File: src/hw/pkecs_defs.svh
// Register map, field positions and reset values of the engine control block.
// Assumes word addressing on the register port: one index per register.
`ifndef PKECS_DEFS_SVH
`define PKECS_DEFS_SVH

// Register indices
`define PKECS_IDX_RAM_LO 12'hA00
`define PKECS_IDX_RAM_HI 12'hABF
`define PKECS_IDX_CTRL 12'hB01
`define PKECS_IDX_STAT 12'hB02
`define PKECS_IDX_MASK 12'hB03
`define PKECS_IDX_PC 12'hB05

// Control field positions
`define PKECS_CB_MONT 9
`define PKECS_CB_SRST 10
`define PKECS_CB_IE 11
`define PKECS_CB_GO 12
`define PKECS_CB_ECC 13

// Bits that software may hold in the control register
`define PKECS_CTRL_STATIC 16'h2BBF
`define PKECS_CTRL_RST 16'h0000

// Status field positions
`define PKECS_SB_DPERR 1
`define PKECS_SB_IRQ 12
`define PKECS_SB_OB 13
`define PKECS_SB_DONE 14
`define PKECS_STAT_RST 16'h0000
`define PKECS_MASK_RST 16'h0000

// Sticky event slots
`define PKECS_EV_DPERR 0
`define PKECS_EV_OB 1
`define PKECS_EV_DONE 2
`define PKECS_EV_NUM 3

`endif

File: src/hw/pkecs_pkg.sv
// Types shared by the engine control block.
// Assumes pkecs_defs.svh is available on the include path.
package pkecs_pkg;

	// Sequencer states
	typedef enum logic [1:0] {
		PKECS_SQ_IDLE,
		PKECS_SQ_RUN,
		PKECS_SQ_CLEAR
	} pkecs_seq_state_t;

endpackage

File: src/hw/pkecs_sticky.sv
// One sticky status flag: set by a hardware event, cleared by software.
// Assumes set and clear arrive synchronous to clk_sys_i.
`timescale 1ns/1ps

module pkecs_sticky (
	input wire logic clk_sys_i, // System clock
	input wire logic sys_rst_i, // Synchronous reset, active high
	input wire logic set_i, // Event pulse
	input wire logic clr_i, // Clear request
	output logic q_o // Flag value
);

	logic q_q; // Flag register
	logic q_d; // Next flag value

	// Set wins over a clear in the same cycle
	always_comb begin
		q_d = set_i | (q_q & ~clr_i);
	end

	// Register only
	always_ff @(posedge clk_sys_i) begin
		if (sys_rst_i) begin
			q_q <= 1'b0;
		end else begin
			q_q <= q_d;
		end
	end

	assign q_o = q_q;

endmodule

File: src/hw/pkecs_sequencer.sv
// Microcode program counter, run state and operand memory clear walk.
// Assumes an external decoder reports jumps of the addressed instruction.
`timescale 1ns/1ps

module pkecs_sequencer import pkecs_pkg::*; #(
	parameter int PCW = 8, // Program counter width
	parameter int MEMW = 64 // Words swept by the clear walk
) (
	input wire logic clk_sys_i, // System clock
	input wire logic sys_rst_i, // Synchronous reset, active high
	input wire logic sw_rst_i, // Software reset pulse
	input wire logic go_i, // Run trigger pulse
	input wire logic pc_wr_i, // Host load of the counter
	input wire logic [PCW-1:0] pc_wdata_i, // Host counter value
	input wire logic jump_i, // Current instruction jumps
	input wire logic [PCW-1:0] jump_tgt_i, // Jump target
	output logic [PCW-1:0] pc_o, // Program counter
	output logic run_o, // Executing microcode
	output logic clear_o, // Clear walk active
	output logic [$clog2(MEMW)-1:0] clr_addr_o, // Word being cleared
	output logic done_o // Stop on jump to zero, pulse
);

	localparam int CW = $clog2(MEMW);

	initial begin
		if (PCW < 1 || MEMW < 2) begin
			$error("pkecs_sequencer: bad parameters");
		end
	end

	pkecs_seq_state_t st_q, st_d; // Run state
	logic [PCW-1:0] pc_q, pc_d; // Program counter
	logic [CW-1:0] ca_q, ca_d; // Clear walk address
	logic done_q, done_d; // Stop pulse

	// Next state of the sequencer
	always_comb begin
		st_d = st_q;
		pc_d = pc_q;
		ca_d = ca_q;
		done_d = 1'b0;
		if (sw_rst_i) begin
			// counter to zero
			pc_d = '0;
			// halt execution at once
			// run clear routine
			st_d = PKECS_SQ_CLEAR;
			ca_d = '0;
		end else begin
			case (st_q)
				PKECS_SQ_IDLE: begin
					if (pc_wr_i) begin
						pc_d = pc_wdata_i;
					end
					// start at counter
					if (go_i) begin
						st_d = PKECS_SQ_RUN;
					end
				end
				PKECS_SQ_RUN: begin
					if (jump_i) begin
						pc_d = jump_tgt_i;
						// stop on zero
						if (jump_tgt_i == '0) begin
							st_d = PKECS_SQ_IDLE;
							done_d = 1'b1;
						end
					end else begin
						pc_d = pc_q + 1'b1;
					end
				end
				PKECS_SQ_CLEAR: begin
					// Sweep every operand word once
					if (ca_q == CW'(MEMW - 1)) begin
						st_d = PKECS_SQ_IDLE;
					end else begin
						ca_d = ca_q + 1'b1;
					end
				end
				default: begin
					st_d = PKECS_SQ_IDLE;
				end
			endcase
		end
	end

	// Register only
	always_ff @(posedge clk_sys_i) begin
		if (sys_rst_i) begin
			st_q <= PKECS_SQ_IDLE;
			pc_q <= '0;
			ca_q <= '0;
			done_q <= 1'b0;
		end else begin
			st_q <= st_d;
			pc_q <= pc_d;
			ca_q <= ca_d;
			done_q <= done_d;
		end
	end

	assign pc_o = pc_q;
	assign run_o = (st_q == PKECS_SQ_RUN);
	assign clear_o = (st_q == PKECS_SQ_CLEAR);
	assign clr_addr_o = ca_q;
	assign done_o = done_q;
endmodule

File: src/hw/pkecs_engine_ctrl.sv
// Control and status register bank of the public-key engine.
// Assumes a host on a plain register port, word indices, read data a cycle later.
// Functional notes
// Bit 9 picks Montgomery factor computation
// Bit 10 resets registers, counter to zero
// Software reset halts execution, drops interrupt
// Software reset runs operand memory clear walk
// Bit 11 gates the interrupt output
// Interrupt flag sets regardless of enable
// Bit 12 runs microcode until jump zero
// Operand RAM accesses ignored while running
// Host touches only status while running; control and mask writes still take effect while running
// Bit 13 selects elliptic curve mode
// Host writes zero to bits 14-15
// Errors set a status bit
// Jump to zero sets completion bit
// Any status write clears status
// Run and reset bits self-clear
// Unused control bits read zero
// Reset beats run in same write
//
// Decided for this implementation: the register offsets and the strobed register port.
`timescale 1ns/1ps
`include "pkecs_defs.svh"

module pkecs_engine_ctrl import pkecs_pkg::*; #(
	parameter int PCW = 8, // Program counter width
	parameter int MEMW = 64 // Operand words cleared by reset walk
) (
	input wire logic clk_sys_i, // System clock, 10 MHz
	input wire logic sys_rst_i, // Synchronous reset, active high
	input wire logic [11:0] reg_addr_i, // Register index
	input wire logic [31:0] reg_wdata_i, // Write data
	input wire logic reg_we_i, // Write strobe
	input wire logic reg_re_i, // Read strobe
	output logic [31:0] reg_rdata_o, // Read data, cycle after strobe
	output logic ram_wr_o, // Operand RAM write strobe
	output logic ram_rd_o, // Operand RAM read strobe
	input wire logic [31:0] ram_rdata_i, // Operand RAM read data
	input wire logic dp_err_i, // Datapath error pulse
	input wire logic ucode_jump_i, // Current instruction jumps
	input wire logic [PCW-1:0] ucode_target_i, // Jump target
	output logic [PCW-1:0] ucode_pc_o, // Program counter
	output logic engine_run_o, // Executing microcode
	output logic mem_clr_we_o, // Clear walk write strobe
	output logic [$clog2(MEMW)-1:0] mem_clr_addr_o, // Clear walk address
	output logic mont_cross_factor_select_o, // Montgomery factor select
	output logic ecc_mode_o, // Elliptic curve mode
	output logic [8:0] ctrl_low_o, // Lower control fields
	output logic irq_o // Interrupt, active high level
);

	initial begin
		if (PCW < 1 || PCW > 16 || MEMW < 2) begin
			$error("pkecs_engine_ctrl: bad parameters");
		end
	end

	////////////////////////////////////////////////////////////////////////
	// Address decode

	logic sel_ctrl; // Control register hit
	logic sel_stat; // Status register hit
	logic sel_mask; // Mask register hit
	logic sel_pc; // Program counter hit
	logic sel_ram; // Operand RAM window hit
	logic acc; // Any access
	logic busy; // Engine not idle

	always_comb begin
		sel_ctrl = (reg_addr_i == `PKECS_IDX_CTRL);
		sel_stat = (reg_addr_i == `PKECS_IDX_STAT);
		sel_mask = (reg_addr_i == `PKECS_IDX_MASK);
		sel_pc = (reg_addr_i == `PKECS_IDX_PC);
		sel_ram = (reg_addr_i >= `PKECS_IDX_RAM_LO) && (reg_addr_i <= `PKECS_IDX_RAM_HI);
		acc = reg_we_i | reg_re_i;
	end

	////////////////////////////////////////////////////////////////////////
	// Control register and dynamic pulses

	logic [15:0] ctrl_q, ctrl_d; // Static control bits
	logic [15:0] mask_q, mask_d; // Interrupt mask
	logic go_q, go_d; // Run trigger pulse
	logic srst_q, srst_d; // Software reset pulse
	logic ctrl_wr; // Host writes control
	logic wr_srst; // Write asks for reset

	always_comb begin
		ctrl_wr = reg_we_i & sel_ctrl;
		wr_srst = ctrl_wr & reg_wdata_i[`PKECS_CB_SRST];
		ctrl_d = ctrl_q;
		mask_d = mask_q;
		// pulses last one cycle
		go_d = 1'b0;
		srst_d = 1'b0;
		if (wr_srst) begin
			// registers to initial values
			ctrl_d = `PKECS_CTRL_RST;
			mask_d = `PKECS_MASK_RST;
			srst_d = 1'b1;
		end else begin
			if (ctrl_wr) begin
				// unused bits never stored
				ctrl_d = reg_wdata_i[15:0] & `PKECS_CTRL_STATIC;
				// reset suppresses run
				go_d = reg_wdata_i[`PKECS_CB_GO];
			end
			if (reg_we_i & sel_mask) begin
				mask_d = reg_wdata_i[15:0];
			end
		end
	end

	// Register only
	always_ff @(posedge clk_sys_i) begin
		if (sys_rst_i) begin
			ctrl_q <= `PKECS_CTRL_RST;
			mask_q <= `PKECS_MASK_RST;
			go_q <= 1'b0;
			srst_q <= 1'b0;
		end else begin
			ctrl_q <= ctrl_d;
			mask_q <= mask_d;
			go_q <= go_d;
			srst_q <= srst_d;
		end
	end

	// factor select
	assign mont_cross_factor_select_o = ctrl_q[`PKECS_CB_MONT];
	// curve or RSA
	assign ecc_mode_o = ctrl_q[`PKECS_CB_ECC];
	assign ctrl_low_o = ctrl_q[8:0];

	////////////////////////////////////////////////////////////////////////
	// Sequencer

	logic clear_act; // Clear walk running
	logic seq_done; // Stop on jump to zero
	logic seq_run; // Executing microcode

	pkecs_sequencer #(
		.PCW(PCW),
		.MEMW(MEMW)
	) u_seq (
		.clk_sys_i(clk_sys_i),
		.sys_rst_i(sys_rst_i),
		.sw_rst_i(srst_q),
		.go_i(go_q),
		.pc_wr_i(reg_we_i & sel_pc),
		.pc_wdata_i(reg_wdata_i[PCW-1:0]),
		.jump_i(ucode_jump_i),
		.jump_tgt_i(ucode_target_i),
		.pc_o(ucode_pc_o),
		.run_o(seq_run),
		.clear_o(clear_act),
		.clr_addr_o(mem_clr_addr_o),
		.done_o(seq_done)
	);

	assign engine_run_o = seq_run;
	assign busy = seq_run | clear_act;
	// clear via routine
	assign mem_clr_we_o = clear_act;

	// RAM ignored while busy
	assign ram_wr_o = reg_we_i & sel_ram & ~busy;
	assign ram_rd_o = reg_re_i & sel_ram & ~busy;

	////////////////////////////////////////////////////////////////////////
	// Status flags and interrupt

	logic [`PKECS_EV_NUM-1:0] ev_set; // Event pulses
	logic [`PKECS_EV_NUM-1:0] ev_q; // Sticky flags
	logic stat_clr; // Clear all flags
	logic ob_ev; // Unmapped access
	logic [15:0] stat_v; // Status word
	logic irq_pend; // Unmasked flag set

	always_comb begin
		ob_ev = acc & ~(sel_ctrl | sel_stat | sel_mask | sel_pc | sel_ram);
		// errors set flags
		ev_set[`PKECS_EV_DPERR] = dp_err_i;
		ev_set[`PKECS_EV_OB] = ob_ev;
		// completion flag
		ev_set[`PKECS_EV_DONE] = seq_done;
		// any write clears; R3 reset drops interrupt
		stat_clr = (reg_we_i & sel_stat) | wr_srst;
		stat_v = `PKECS_STAT_RST;
		stat_v[`PKECS_SB_DPERR] = ev_q[`PKECS_EV_DPERR];
		stat_v[`PKECS_SB_OB] = ev_q[`PKECS_EV_OB];
		stat_v[`PKECS_SB_DONE] = ev_q[`PKECS_EV_DONE];
		// flag ignores enable
		irq_pend = |(stat_v & mask_q);
		stat_v[`PKECS_SB_IRQ] = irq_pend;
	end

	// One sticky flag per event
	genvar gi;
	generate
		for (gi = 0; gi < `PKECS_EV_NUM; gi++) begin : g_ev
			pkecs_sticky u_flag (
				.clk_sys_i(clk_sys_i),
				.sys_rst_i(sys_rst_i),
				.set_i(ev_set[gi]),
				.clr_i(stat_clr),
				.q_o(ev_q[gi])
			);
		end
	endgenerate

	// global enable gate
	assign irq_o = ctrl_q[`PKECS_CB_IE] & irq_pend;

	////////////////////////////////////////////////////////////////////////
	// Read data

	logic [31:0] rdata_q, rdata_d; // Read data register

	always_comb begin
		rdata_d = 32'h0000_0000;
		if (reg_re_i) begin
			if (sel_ctrl) begin
				// dynamic and unused read zero
				rdata_d[15:0] = ctrl_q;
			end else if (sel_stat) begin
				rdata_d[15:0] = stat_v;
			end else if (sel_mask) begin
				rdata_d[15:0] = mask_q;
			end else if (sel_pc) begin
				rdata_d[PCW-1:0] = ucode_pc_o;
			end else if (ram_rd_o) begin
				rdata_d = ram_rdata_i;
			end
		end
	end

	// Register only
	always_ff @(posedge clk_sys_i) begin
		if (sys_rst_i) begin
			rdata_q <= 32'h0000_0000;
		end else begin
			rdata_q <= rdata_d;
		end
	end

	assign reg_rdata_o = rdata_q;
endmodule

File: config.mk
export PLATFORM = sky130hd
export DESIGN_NAME = pkecs_engine_ctrl
export DESIGN_NICKNAME = d
export VERILOG_FILES = /design/src/hw/pkecs_pkg.sv /design/src/hw/pkecs_sticky.sv /design/src/hw/pkecs_sequencer.sv /design/src/hw/pkecs_engine_ctrl.sv
export VERILOG_INCLUDE_DIRS = /design/src /design/src/hw
export SDC_FILE = /design/constraint.sdc
export NUM_CORES = 1
export LEC_CHECK = 0
export BUFFER_PORTS_ARGS = -buffer_cell sky130_fd_sc_hd__buf_2
export CAP_MARGIN = 20
export CORE_MARGIN = 2
export CORE_UTILIZATION = 40
export CTS_BUF_LIST = sky130_fd_sc_hd__clkbuf_4
export DETAILED_ROUTE_END_ITERATION = 12
export PLACE_DENSITY_LB_ADDON = 0.05
export SYNTH_ARGS = -nofsm -noshare
export SYNTH_HDL_FRONTEND = slang
export SYNTH_SLANG_ARGS = --single-unit
File: constraint.sdc
create_clock -name clk_sys_i -period 1.9 [get_ports clk_sys_i]
set_input_delay 0 -clock clk_sys_i [delete_from_list [all_inputs] [get_ports clk_sys_i]]
set_output_delay 0 -clock clk_sys_i [all_outputs]
set_load 0.05 [all_outputs]
; After elaboration in Yosys (flattened, before gate mapping)
; Index checks and enable logic that the tools add are counted.
[totals]
wordCells = 104
input_bits = 90
out_inout_bits = 62
reg_bits = 81
[classes]
muxes = 17
n_reduce_logical = 17
n_eq_ne = 16
add_sub_neg = 2
bitwise_logic = 34
order_cmp = 2
[op_table]
columns = operator, n
row1 = 12-bit == test (second input constant), 4
row2 = 16-bit two-way mux, 2
row3 = 8-bit two-way mux, 4
row4 = 15-bit by 16-bit bitwise AND with 16-bit output, 1
row5 = 8-bit one-hot mux with 2 select lines, 1
row6 = 16-bit OR reduction, 1
row7 = 15-bit two-way mux, 1
row8 = 1-bit bitwise AND, 14
row9 = 14-bit two-way mux, 1
row10 = 12-bit greater-or-equal comparator (second input constant), 1
row11 = 12-bit <= comparator (second input constant), 1
row12 = 2-bit two-way mux, 5
row13 = 1-bit bitwise OR, 10
row14 = 1-bit NOT, 9
row15 = 8-bit by 1-bit adder with 8-bit output (second input constant), 1
row16 = 8-bit zero test, 1
row17 = 4-bit AND reduction, 2
row18 = 4-bit OR reduction, 2
row19 = 7-bit OR reduction, 1
row20 = 6-bit by 1-bit adder with 6-bit output (second input constant), 1
row21 = 6-bit == test (second input constant), 1
row22 = 2-bit by 1-bit inequality test with 1-bit output (second input constant), 3
row23 = 3-bit by 2-bit inequality test with 1-bit output (second input constant), 2
row24 = 3-bit inequality test (second input constant), 2
row25 = other kinds (11), 17

; Longest topological paths before layout
; Gate-level depths: netlist of run 1.
[depth]
depth_word = 9
ltp_mapped = 8
mapped_depth_nobuf = 6

; Modules after synthesis
; A second synthesis of run 1 with hierarchy kept.
[hier_totals]
hier_cells = 434
area_unflattened_um2 = 3711.1
[modules_own_cells]
columns = module, instances, seq_area_each_um2, cells_each, area_per_inst_um2
row1 = pkecs_engine_ctrl, 1, 1221.2, 292, 2558.7
row2 = pkecs_sequencer, 1, 340.3, 130, 1036.0
row3 = pkecs_sticky, 3, 20.0, 4, 38.8

; Worst setup path after synthesis of run 1
; No wires, ideal clock.
[synth_timing]
path_kind = reg-to-reg
from = register u_seq.st_q[1]
to = register u_seq.pc_q[4] (netlist: u_seq.pc_o[4])
setup_ps = 117
synth_period_minus_slack_ps = 2020
arrival_time_ps = 1903
n_path_buf = 2
t_required_ps = 1783
stages_incl_launch_ff = 9
setup_slack_ps = -120
path_cell_list = dfxtp_1 -> inv_1 -> ha_1 -> clkbuf_1 -> nor2b_1 -> a31o_2 -> buf_2 -> o21ai_1 -> a32o_1
[synth_between]
elab_chain_cells = 3
elab_cells_between_ends = 6
classes_between = 2 x eq/ne / 1 x mux / 3 x reduce/logical
[synth_rtl]
columns = item, line_no
row1 = from (decl), pkecs_sequencer.sv:32  ; pkecs_seq_state_t st_q, st_d;
row2 = from (signal assigned), pkecs_sequencer.sv:96  ; st_q <= st_d;
row3 = 2-bit by 1-bit == test with 1-bit output *, -
row4 = named net engine_run_o, pkecs_engine_ctrl.sv:44  ; output logic engine_run_o,
row5 = 2-bit nonzero test (no source line), -
row6 = 2-bit AND reduction (no source line), -
row7 = to (signal assigned), pkecs_sequencer.sv:97  ; pc_q <= pc_d;
row8 = to (decl), pkecs_sequencer.sv:33  ; logic [PCW-1:0] pc_q, pc_d;
; Mark *: on every way through the listed nets, which the timed path passes. The rest lies on a longest branch.
; A chain may end at the register's enable or synchronous reset.

; Final worst setup path of run 1
[layout_timing]
from = register u_seq.st_q[1]
to = register rdata_q[4] (netlist: reg_rdata_o[4])
[layout_between]
elab_chain_cells = 9
elab_cells_between_ends = 10
classes_between = 2 x eq/ne / 5 x mux / 3 x bitwise
[layout_rtl]
columns = item, line_no
row1 = 2-bit by 1-bit == test with 1-bit output / 2-bit == test (equally long branches), "pkecs_sequencer.sv:104, pkecs_sequencer.sv:105"
row2 = 1-bit bitwise OR *, pkecs_engine_ctrl.sv:163  ; assign busy = seq_run | clear_act;
row3 = 1-bit NOT *, pkecs_engine_ctrl.sv:169  ; assign ram_rd_o = reg_re_i & sel_ram & ~busy;
row4 = 1-bit bitwise AND *, pkecs_engine_ctrl.sv:169
row5 = 16-bit two-way mux *, pkecs_engine_ctrl.sv:233  ; end else if (ram_rd_o) begin
row6 = 8-bit two-way mux *, pkecs_engine_ctrl.sv:231  ; end else if (sel_pc) begin
row7 = 16-bit two-way mux *, pkecs_engine_ctrl.sv:229  ; end else if (sel_mask) begin
row8 = 15-bit two-way mux *, pkecs_engine_ctrl.sv:227  ; end else if (sel_stat) begin
row9 = 14-bit two-way mux *, pkecs_engine_ctrl.sv:224  ; if (sel_ctrl) begin
row10 = to (signal assigned), pkecs_engine_ctrl.sv:244  ; rdata_q <= rdata_d;
row11 = to (decl), pkecs_engine_ctrl.sv:219  ; logic [31:0] rdata_q, rdata_d;
; Every way passes the cells marked *; elsewhere a longest branch is shown, timed or not.

==> results of run 1 <==
-- power by group --
group	switching, mW	internal, mW	total, mW
registers	0.00394	1.71	1.71
logic	0.150	0.170	0.320
clock network	0.625	0.420	1.05
-- flip-flops by register name, summed over array words and instances (netlist names) --
register,flops
ctrl_q,11
g_ev.u_flag.q_o,3
go_q,1
mask_q,16
reg_rdata_o,32
srst_q,1
u_seq.clr_addr_o,6
u_seq.done_o,1
u_seq.pc_o,8
u_seq.st_q,2
-- final timing paths --
path | startpoint | end | cells after the start
setup reg to reg | u_seq.st_q[1]$_SDFFE_PP0P_ | reg_rdata_o[4]$_SDFF_PP0_ | 6
hold reg to reg | srst_q$_SDFF_PP0_ | u_seq.st_q[1]$_SDFFE_PP0P_ | 2
setup / recovery | u_seq.st_q[1]$_SDFFE_PP0P_ | reg_rdata_o[4]$_SDFF_PP0_ | 6
hold / removal | ucode_target_i[2] | u_seq.pc_o[2]$_SDFFE_PP0P_ | 5
-- worst max-delay path, cell delays in order, from the launching register on --
cell       delay, ns
dfxtp_2         0.36
inv_1           0.06
ha_1            0.30
and4b_2         0.27
buf_12          0.16
a221oi_1        0.40
o2bb2ai_1       0.12
-- timing repair --
item | CTS | global route
hold endpoints to repair | 72 | 0
setup endpoints to repair | 1 | 2
hold buffers | 56 | 0
setup buffers | 0 | 1
resized for setup | 4 | 3
-- per-layer routing --
metal / vias up / GRT usage, % / routed length, um
met1: 1680 / 28.8 / 4810
li1: 1816 / - / -
met3: 13 / 4.94 / 668
met2: 136 / 38.1 / 5210
met4: 0 / 6.84 / 162
met5: - / 0 / 0
-- layout make-up --
| cell class | count | area (um2) | area share, % |
|---|---|---|---|
| clock buffer | 10 | 75.1 | 1.48 |
| clock inverter | 6 | 68.8 | 1.36 |
| inverter | 6 | 22.5 | 0.444 |
| multi-input combinational | 286 | 1700 | 33.4 |
| sequential | 81 | 1620 | 32.0 |
| tap | 108 | 135 | 2.66 |
| timing repair buffer | 209 | 1450 | 28.6 |
-- cells in the final DEF (no fill, tap or decap), drive strengths merged, types with 3 or more instances in the layout --
master / Yosys / final
xor2: 4 / 4
ha: 5 / 5
dfxtp: 81 / 81
a32o: 3 / 3
a22oi: 9 / 9
nor3: 3 / 3
o21ai: 17 / 17
buf: 20 / 153
nor2b: 6 / 6
nor4: 3 / 3
clkinv: 0 / 4
inv: 6 / 6
nor2: 23 / 23
o2bb2ai: 9 / 9
clkbuf: 14 / 10
o211ai: 5 / 5
nand3: 9 / 9
nand2: 73 / 73
a31oi: 4 / 4
a21oi: 41 / 41
mux2i: 4 / 4
a221oi: 8 / 8
nand2b: 4 / 4
xnor2: 4 / 4
and3: 21 / 21
dlygate4sd3: 0 / 56
-- synthesized netlist by cell type (2+ instances only) --
cell	instances	area, um2
o21a_1	2	15.0
clkbuf_1	14	52.6
nor4_1	2	12.5
a221oi_1	8	70.1
nand4_1	2	12.5
nor2b_1	6	37.5
a31oi_1	4	25.0
nand3_1	9	45.0
and3_1	21	131
o31ai_1	2	15.0
or2_2	2	12.5
nor3_1	3	15.0
a22o_1	2	17.5
xor2_1	4	35.0
nand2b_1	4	25.0
a222oi_1	2	20.0
nor3b_1	2	15.0
a32oi_1	2	17.5
ha_1	5	62.6
nor2_1	22	82.6
inv_1	6	22.5
buf_4	11	82.6
o2bb2ai_1	9	78.8
xnor2_1	4	35.0
and4_1	2	17.5
a22oi_1	9	67.6
nand2_1	73	274
buf_2	8	40.0
o21ai_0	16	80.1
a21oi_1	41	205
a32o_1	3	30.0
dfxtp_1	81	1620
o211ai_1	5	37.5
mux2i_1	4	40.0
-- stage by stage --
stage	utilization [%]	area (um2)	hold slack, ns	power [mW]	worst slack (ns)
after detailed placement	50.3	4340	0.238	1.98	0.0250
after floorplan	-	3530	0.103	1.85	0.0164
after global placement	50.3	4340	0.235	1.97	0.0186
after CTS	58.6	5060	0.00722	3.10	0.0160
after global routing	58.7	5070	0.0186	3.20	0.0119
final	58.7	5070	0.0138	3.07	0.106
-- kinds of logic (layout without fill, tap and decap cells) --
kind of cell,count (synthesis),after routing,share of synthesized area (%)
xor gates and xnor gates,8,8,1.99
buffers and inverters,40,231,5.93
muxes,4,4,1.14
AOI/OAI and AO/OA,110,110,20.4
and+or+nand+nor,158,158,22.6
other,1,1,0.106
DFF,81,81,46.0
adders and majority gates,5,5,1.78
==> reports/metrics.yaml, run 1 <==
setup_path:
  r2r_slack_ns: 0.11
  arrival_ns: 2.12
  cp.required_ns: 2.23
  worstSetupEndpointType: "flop"
  path_max_fanout: 16
  setup.worst_path.start_class: "flop"
  critical_path_class: "flop to flop"
place:
  dp_cells: 633
  port-buffer-count: 134
  routabilityCongestion: 0.846
  place_hpwl_mm: 7.63
cells_and_area:
  instances_no_fill: 706
  syn2layout_area_growth_pct: 44.0
  fillers: 836
  layout.nets: 688
  n_antenna_cell: 0
  drive_above_1_share_pct: 30.1
clock_network:
  cts_tree: "yes"
  cts_buffers: 9
  clock-sinks: 81
  cts_max_level: 3
  clockBufferDepth: 2
  cts.clk_slew.worst_paths_ns: 0.14
  clk_latency_ns: 0.44
  clockRootBuffer: "clkbuf_4"
timing:
  finalClockSkew_ns: 0.0168
  hold_viol_final: 0
  fin_crit_ns: 1.79
  setup_tns_ns: 0
  setup_viol: 0
  fmax_mhz: 558
  slew_violations: 0
  finalCritPeriodShare_pct: 94.4
  rsz0062_at_grt: "no"
die:
  die_w_um: 97.9
  core_um2: 8640
  ios: 152
  die-area_um2: 9580
  fp-row-count: 34
  die_y_um: 97.9
  start_util_pct: 40.8
global_routing:
  antenna_found_initial: 0
  grt_overflow_total: 0
  grtUsageTotal_pct: 22.5
  grt_max_degree: 29
  grt_pass1_wl_mm: 17.4
  grt_pass1_vias: 3485
detailed_routing:
  drt_iter0_markers: 159
  wl_mm: 10.9
  ant_nets: 0
  vias_per_cell: 5.16
  drt-pass1-iter-count: 4
  num_vias: 3645
  wl_per_cell_um: 15.4
  drc: 0
synth:
  synthFlopType: "dfxtp_1"
  synth.distinct_cells: 51
  synthCells: 407
  synth_area_um2: 3520
  yosysSeqAreaShare_pct: 46.0
  synth_edf_count: 0
  synth_area_per_cell_um2: 8.66
  async_reset_ff_share_pct: 0
  ys_seq_elements: 81
  synthesis.nets: 502
  ys_warn_count: 0
worst_hold_path:
  hold_path.class: "primary input to flop"
pwr:
  ir_worst_vdd_mv: 0.378
  p_leak_nw: 2.22
  powerDensity_nw_per_um2: 606
status:
  outcome: "finished clean"
flow_run:
  drv_cap: 0
Note: power is estimated with default switching activity, not from simulation.
==> run 2, diff against run 1 <==
--- a/config.mk
+++ b/config.mk
@@ -10,7 +10,6 @@
 export CAP_MARGIN = 20
 export CORE_MARGIN = 2
 export CORE_UTILIZATION = 40
-export CTS_BUF_LIST = sky130_fd_sc_hd__clkbuf_4
 export DETAILED_ROUTE_END_ITERATION = 12
 export PLACE_DENSITY_LB_ADDON = 0.05
 export SYNTH_ARGS = -nofsm -noshare
==> run 2 against run 1 <==
  * Cell area up 0.35%
  * Non-clock buffer count down 4
  * Fmax down 0.95%
  * First-iteration DRC count down 9.4%
  * Flip-flop and latch count unchanged
  * Hold slack better by 0.024 ns
  * Sequential share of layout area down 0.16 points
  * Core utilization up 0.20 points
  * Total power up 6.9%
  * Largest power group unchanged
==> reports/metrics.yaml, run 2 (synthesis results as in run 1) <==
status:
  outcome: "finished clean"  # unchanged
detailed_routing:
  drt_iter0_markers: 144  # was 159
  wl_mm: 10.8  # was 10.9 mm
  ant_nets: 0  # unchanged
  drt-pass1-iter-count: 4  # unchanged
  vias_per_cell: 5.14  # was 5.16
  drc: 0  # unchanged
  wl_per_cell_um: 15.3  # was 15.4 um
  num_vias: 3610  # was 3645
cells_and_area:
  n_antenna_cell: 0  # unchanged
  final_util_pct: 58.9  # was 58.7%
  layout.nets: 684  # was 688
  finalInstanceArea_um2: 5090  # was 5070 um2
  final_common_cell: "buf_2"  # unchanged
  syn2layout_area_growth_pct: 44.5  # was 44.0%
  largest_reg_flops: 32  # unchanged
  mostFrequentLayoutCells: "buf_2 (133), dfxtp_1 (81), nand2_1 (73), dlygate4sd3_1 (53), a21oi_1 (41)"  # was buf_2 (133), dfxtp_1 (79), nand2_1 (73), dlygate4sd3_1 (56), a21oi_1 (41)
  instances_no_fill: 702  # was 706
  drive_above_1_share_pct: 30.0  # was 30.1%
clock_network:
  cts_buffers: 9  # unchanged
  clk_latency_ns: 0.35  # was 0.44 ns
  clock-sinks: 81  # unchanged
  clockRootBuffer: "clkbuf_8"  # was clkbuf_4
  post-cts-setup-buffers: 0  # unchanged
  clockBufferDepth: 2  # unchanged
  cts_tree: "yes"  # unchanged
  cts_max_level: 3  # unchanged
  cts.clk_slew.worst_paths_ns: 0.08  # was 0.14 ns
die:
  core_um2: 8640  # unchanged
  die_y_um: 97.9  # unchanged
  start_util_pct: 40.8  # unchanged
  die-area_um2: 9580  # unchanged
  ios: 152  # unchanged
  fp-row-count: 34  # unchanged
  die_w_um: 97.9  # unchanged
timing:
  rsz0062_at_grt: "yes"  # was no
  finalCritPeriodShare_pct: 95.3  # was 94.4%
  worst_slew_pin_slew_ns: 0.507
  finalClockSkew_ns: 0.0121  # was 0.0168 ns
  setup_viol: 0  # unchanged
  maxSlewHeadroom_pct: 66.1
  fmax_mhz: 552  # was 558 MHz
  timing.hold.ws_ns: 0.0379  # was 0.0138 ns
  setup_tns_ns: 0  # unchanged
  hold_viol_final: 0  # unchanged
  setup_ws_ns: 0.0891  # was 0.106 ns
  fin_crit_ns: 1.81  # was 1.79 ns
  slew_violations: 0  # unchanged
pwr:
  power_mw: 3.29  # was 3.07 mW
  ir_worst_vdd_mv: 0.324  # was 0.378 mV
  powerDensity_nw_per_um2: 645  # was 606 nW/um2
  p_leak_nw: 2.22  # about the same
place:
  routabilityCongestion: 0.846  # unchanged
  place_hpwl_mm: 7.63  # unchanged
  dpl_cell_area_um2: 4340  # unchanged
  port-buffer-count: 134  # unchanged
  post-place-ws_ns: 0.0250  # unchanged
  dp_cells: 633  # unchanged
setup_path:
  path_max_fanout: 17  # was 16
  worstSetupEndpointType: "primary output"  # was flop
  setup.worst_path.start_class: "flop"  # unchanged
  crit_start: "u_seq.st_q[0]$_SDFFE_PP0P_"  # was u_seq.st_q[1]$_SDFFE_PP0P_
  cp.required_ns: 1.90  # was 2.23 ns
  r2r-start: "u_seq.st_q[0]$_SDFFE_PP0P_"  # was u_seq.st_q[1]$_SDFFE_PP0P_
  arrival_ns: 1.81  # was 2.12 ns
  critical_path_class: "flop to primary output"  # was flop to flop
flow_run:
  drv_cap: 0  # unchanged
worst_hold_path:
  hold_path.class: "primary input to flop"  # unchanged
  worstHoldStart: "ucode_target_i[5]"  # was ucode_target_i[2]
global_routing:
  antenna_found_initial: 0  # unchanged
  grt_max_degree: 29  # unchanged
  grtUsageTotal_pct: 22.4  # was 22.5%
  grt_overflow_total: 0  # unchanged
  grt_pass1_vias: 3489  # was 3485
  grt_pass1_wl_mm: 17.3  # was 17.4 mm
==> run 2: cell types whose count changed in the layout (fill, tap and decap cells not counted) <==
cell,delta
dfxtp_1,+2
dfxtp_2,-2
a221oi_1,-2
a221oi_2,+2
clkbuf_1,+1
clkbuf_4,-10
buf_8,-1
dlygate4sd3_1,-3
clkbuf_8,+9
==> run 2: layout make-up <==
cell class / count / area [um2]
clock buffer: 10 / 128
clock inverter: 6 / 68.8
fill: 836 / 3550
inverter: 6 / 22.5
multi-input combinational: 286 / 1710
sequential: 81 / 1620
tap: 108 / 135
timing repair buffer: 205 / 1410
==> run 2: power by group <==
group	internal, mW	switching [mW]
Sequential	1.70	0.00414
Combinational	0.167	0.149
Clock	0.612	0.650
Total	2.48	0.804
==> run 2: routing by layer <==
metal	up-vias	track usage [%]	wire [um]
li1	1804	-	-
met4	0	7.16	147
met1	1678	28.6	4850
met5	-	0	0
met3	15	4.51	576
met2	113	38.1	5190
==> run 2: path summary, 6_finish.rpt <==
check                                                  to  slack, ns  cells past startpoint
worst max-delay path                             ram_rd_o       0.09                      5
worst min-delay path              u_seq.done_o$_SDFF_PP0_       0.04                      4
worst max register to register  reg_rdata_o[2]$_SDFF_PP0_       0.15                      6
worst min register to register     mask_q[5]$_SDFFE_PP0P_       0.46                      2
==> run 2: critical path, stage by stage, from the launching register on <==
cell	delay, ns
dfxtp_1	0.35
inv_1	0.08
ha_1	0.32
and4b_2	0.34
buf_6	0.17
buf_4	0.21
==> run 2: timing repair <==
action	in CTS	in global routing
endpoints found under the setup margin	1	2
gates resized for setup	1	4
hold buffers	53	0
endpoints found under the hold margin	66	0
==> run 3, diff against run 2 <==
--- a/config.mk
+++ b/config.mk
@@ -8,6 +8,7 @@
 export LEC_CHECK = 0
 export BUFFER_PORTS_ARGS = -buffer_cell sky130_fd_sc_hd__buf_2
 export CAP_MARGIN = 20
+export CORE_ASPECT_RATIO = 2
 export CORE_MARGIN = 2
 export CORE_UTILIZATION = 40
 export DETAILED_ROUTE_END_ITERATION = 12
==> run 3 against run 2 <==
  * Via count increased by 0.50%
  * Combinational power decreased by 2%
  * Fmax increased by 1.7%
  * First-iteration DRC count increased by 67%
==> reports/metrics.yaml, run 3 (synthesis results as in run 1) <==
place:
  dpl_cell_area_um2: 4340  # about the same
  port-buffer-count: 134  # unchanged
  routabilityCongestion: 0.874  # was 0.846
  place_hpwl_mm: 7.99  # was 7.63 mm
timing:
  fmax_mhz: 561  # was 552 MHz
  fin_crit_ns: 1.78  # was 1.81 ns
  hold_viol_final: 0  # unchanged
  finalCritPeriodShare_pct: 93.7  # was 95.3%
  finalClockSkew_ns: 0.00471  # was 0.0121 ns
  setup_viol: 0  # unchanged
  worst_slew_pin_slew_ns: 0.521  # was 0.507 ns
  timing.hold.ws_ns: 0.0255  # was 0.0379 ns
  slew_violations: 0  # unchanged
  maxSlewHeadroom_pct: 65.3  # was 66.1%
  rsz0062_at_grt: "no"  # was yes
  setup_tns_ns: 0  # unchanged
global_routing:
  grt_overflow_total: 0  # unchanged
  grt_max_degree: 29  # unchanged
  grt_pass1_wl_mm: 17.3  # about the same
  grt_pass1_vias: 3532  # was 3489
  grtUsageTotal_pct: 23.0  # was 22.4%
  antenna_found_initial: 0  # unchanged
setup_path:
  path_cells: "inv_1, ha_1, and4b_1, buf_12, buf_2"  # was inv_1, ha_1, and4b_2, buf_6, buf_4
  critPathTopFamily: "buffers and inverters"  # unchanged
  arrival_ns: 1.78  # was 1.81 ns
  critPathSlowestCell: "dfxtp_1"  # unchanged
  r2r_slack_ns: 0.14  # was 0.15 ns
  critPathMaxStageDelay_ns: 0.33  # was 0.35 ns
  cp_num_buf_inv: 3  # unchanged
  r2r_end: "reg_rdata_o[2]$_SDFF_PP0_"  # unchanged
  cp.required_ns: 1.90  # about the same
  path_max_fanout: 17  # unchanged
  critical_path_class: "flop to primary output"  # unchanged
  worstSetupEndpointType: "primary output"  # unchanged
  setup.worst_path.start_class: "flop"  # unchanged
  reg2reg_depth: 6  # unchanged
  r2r-start: "u_seq.st_q[0]$_SDFFE_PP0P_"  # unchanged
detailed_routing:
  drt_iter0_markers: 241  # was 144
  wl_mm: 10.9  # was 10.8 mm
  drc: 0  # unchanged
  wl_per_cell_um: 15.7  # was 15.3 um
  vias_per_cell: 5.24  # was 5.14
  drt-pass1-iter-count: 5  # was 4
  num_vias: 3628  # was 3610
  ant_nets: 0  # unchanged
clock_network:
  cts.clk_slew.worst_paths_ns: 0.06  # was 0.08 ns
  cts_buffers: 9  # unchanged
  cts_max_level: 3  # unchanged
  clockRootBuffer: "clkbuf_16"  # was clkbuf_8
  clk_latency_ns: 0.33  # was 0.35 ns
  cts_tree: "yes"  # unchanged
  clockBufferDepth: 2  # unchanged
  clock-sinks: 81  # unchanged
die:
  ios: 152  # unchanged
  core_um2: 8590  # was 8640 um2
  die_y_um: 137  # was 97.9 um
  fp-row-count: 48  # was 34
  die-area_um2: 9620  # was 9580 um2
  start_util_pct: 41.0  # was 40.8%
  die_w_um: 70.4  # was 97.9 um
worst_hold_path:
  hold_path.class: "primary input to flop"  # unchanged
  worstHoldStart: "ucode_target_i[5]"  # unchanged
  holdPathStages: 4  # unchanged
  holdPathEnd: "u_seq.done_o$_SDFF_PP0_"  # unchanged
status:
  outcome: "finished clean"  # unchanged
flow_run:
  drv_cap: 0  # unchanged
pwr:
  powerDensity_nw_per_um2: 730  # was 645 nW/um2
  power_frac_clock_pct: 45.9  # was 38.4%
  swShare_pct: 21.1  # was 24.5%
  p_comb_share_pct: 8.3  # was 9.6%
  ir_worst_vdd_mv: 0.502  # was 0.324 mV
  p_sw_uw: 790  # was 804 uW
  p_leak_nw: 2.27  # was 2.22 nW
  p_int_mw: 2.94  # was 2.48 mW
  seqPwrFrac_pct: 45.8  # was 52.0%
cells_and_area:
  drive_above_1_share_pct: 30.1  # was 30.0%
  finalInstanceArea_um2: 5110  # was 5090 um2
  largest_reg_flops: 32  # unchanged
  layout.nets: 683  # was 684
  syn2layout_area_growth_pct: 45.2  # was 44.5%
  n_antenna_cell: 0  # unchanged
  mostFrequentLayoutCells: "buf_2 (134), dfxtp_1 (81), nand2_1 (73), dlygate4sd3_1 (48), a21oi_1 (41)"  # was buf_2 (133), dfxtp_1 (81), nand2_1 (73), dlygate4sd3_1 (53), a21oi_1 (41)
  final_common_cell: "buf_2"  # unchanged
  final_util_pct: 59.6  # was 58.9%
[run 3: layout make-up]
| cell class | count | area (um2) |
|---|---|---|
| Multi-Input combinational cell | 286 | 1700 |
| Tap cell | 100 | 125 |
| Timing Repair Buffer | 204 | 1350 |
| Fill cell | 808 | 3470 |
| Inverter | 6 | 22.5 |
| Clock inverter | 3 | 40.0 |
| Sequential cell | 81 | 1620 |
| Clock buffer | 12 | 256 |
[run 3: routing by layer]
| layer | GRT usage, % | wire length [um] | up-vias |
|---|---|---|---|
| met1 | 24.8 | 4200 | 1662 |
| met4 | 8.55 | 225 | 0 |
| met5 | 0 | 0 | - |
| li1 | - | - | 1805 |
| met2 | 43.5 | 5920 | 143 |
| met3 | 4.49 | 540 | 18 |
[run 3: tightest hold or removal path: stages]
cell and delay (ns):
buf_2 0.08, nor4_1 0.04, nand3_1 0.13, nor2_1 0.07
[run 3: power by group through the flow]
stage / Sequential (mW) / Clock (mW) / Combinational (mW)
global placement: 1.75 / 0 / 0.232
finish: 1.71 / 1.71 / 0.310
global route: 1.71 / 1.83 / 0.337
detailed placement: 1.75 / 0 / 0.233
CTS: 1.71 / 1.75 / 0.309
floorplan: 1.76 / 0 / 0.0943
[run 3: how the worst max path moves through the flow]
stage	startpoint	to	slack, ns	cells past startpoint
after global placement	reg_addr_i[6]	g_ev[1].u_flag.q_o$_SDFF_PP0_	0.09	7
after CTS	u_seq.st_q[0]$_SDFFE_PP0P_	ram_rd_o	0.10	5
after detailed placement	reg_addr_i[6]	g_ev[1].u_flag.q_o$_SDFF_PP0_	0.07	7
after global routing	u_seq.st_q[0]$_SDFFE_PP0P_	reg_rdata_o[4]$_SDFF_PP0_	0.009	6
final	u_seq.st_q[0]$_SDFFE_PP0P_	ram_rd_o	0.12	5
after floorplan	u_seq.st_q[1]$_SDFFE_PP0P_	u_seq.pc_o[4]$_SDFFE_PP0P_	0.02	8
[run 3: stage by stage]
step	setup WS, ns	power (mW)	std cells
after CTS	0.102	3.77	692
final	0.119	3.73	692
after global placement	0.0883	1.98	629
after detailed placement	0.0658	1.98	629
after floorplan	0.0164	1.85	407
after global routing	0.00918	3.87	692
[run 3: timing repair]
action,4_1_cts,5_1_grt
endpoints found under the hold margin,62,0
gates resized for setup,0,0
setup buffers,0,0
hold buffers,48,0
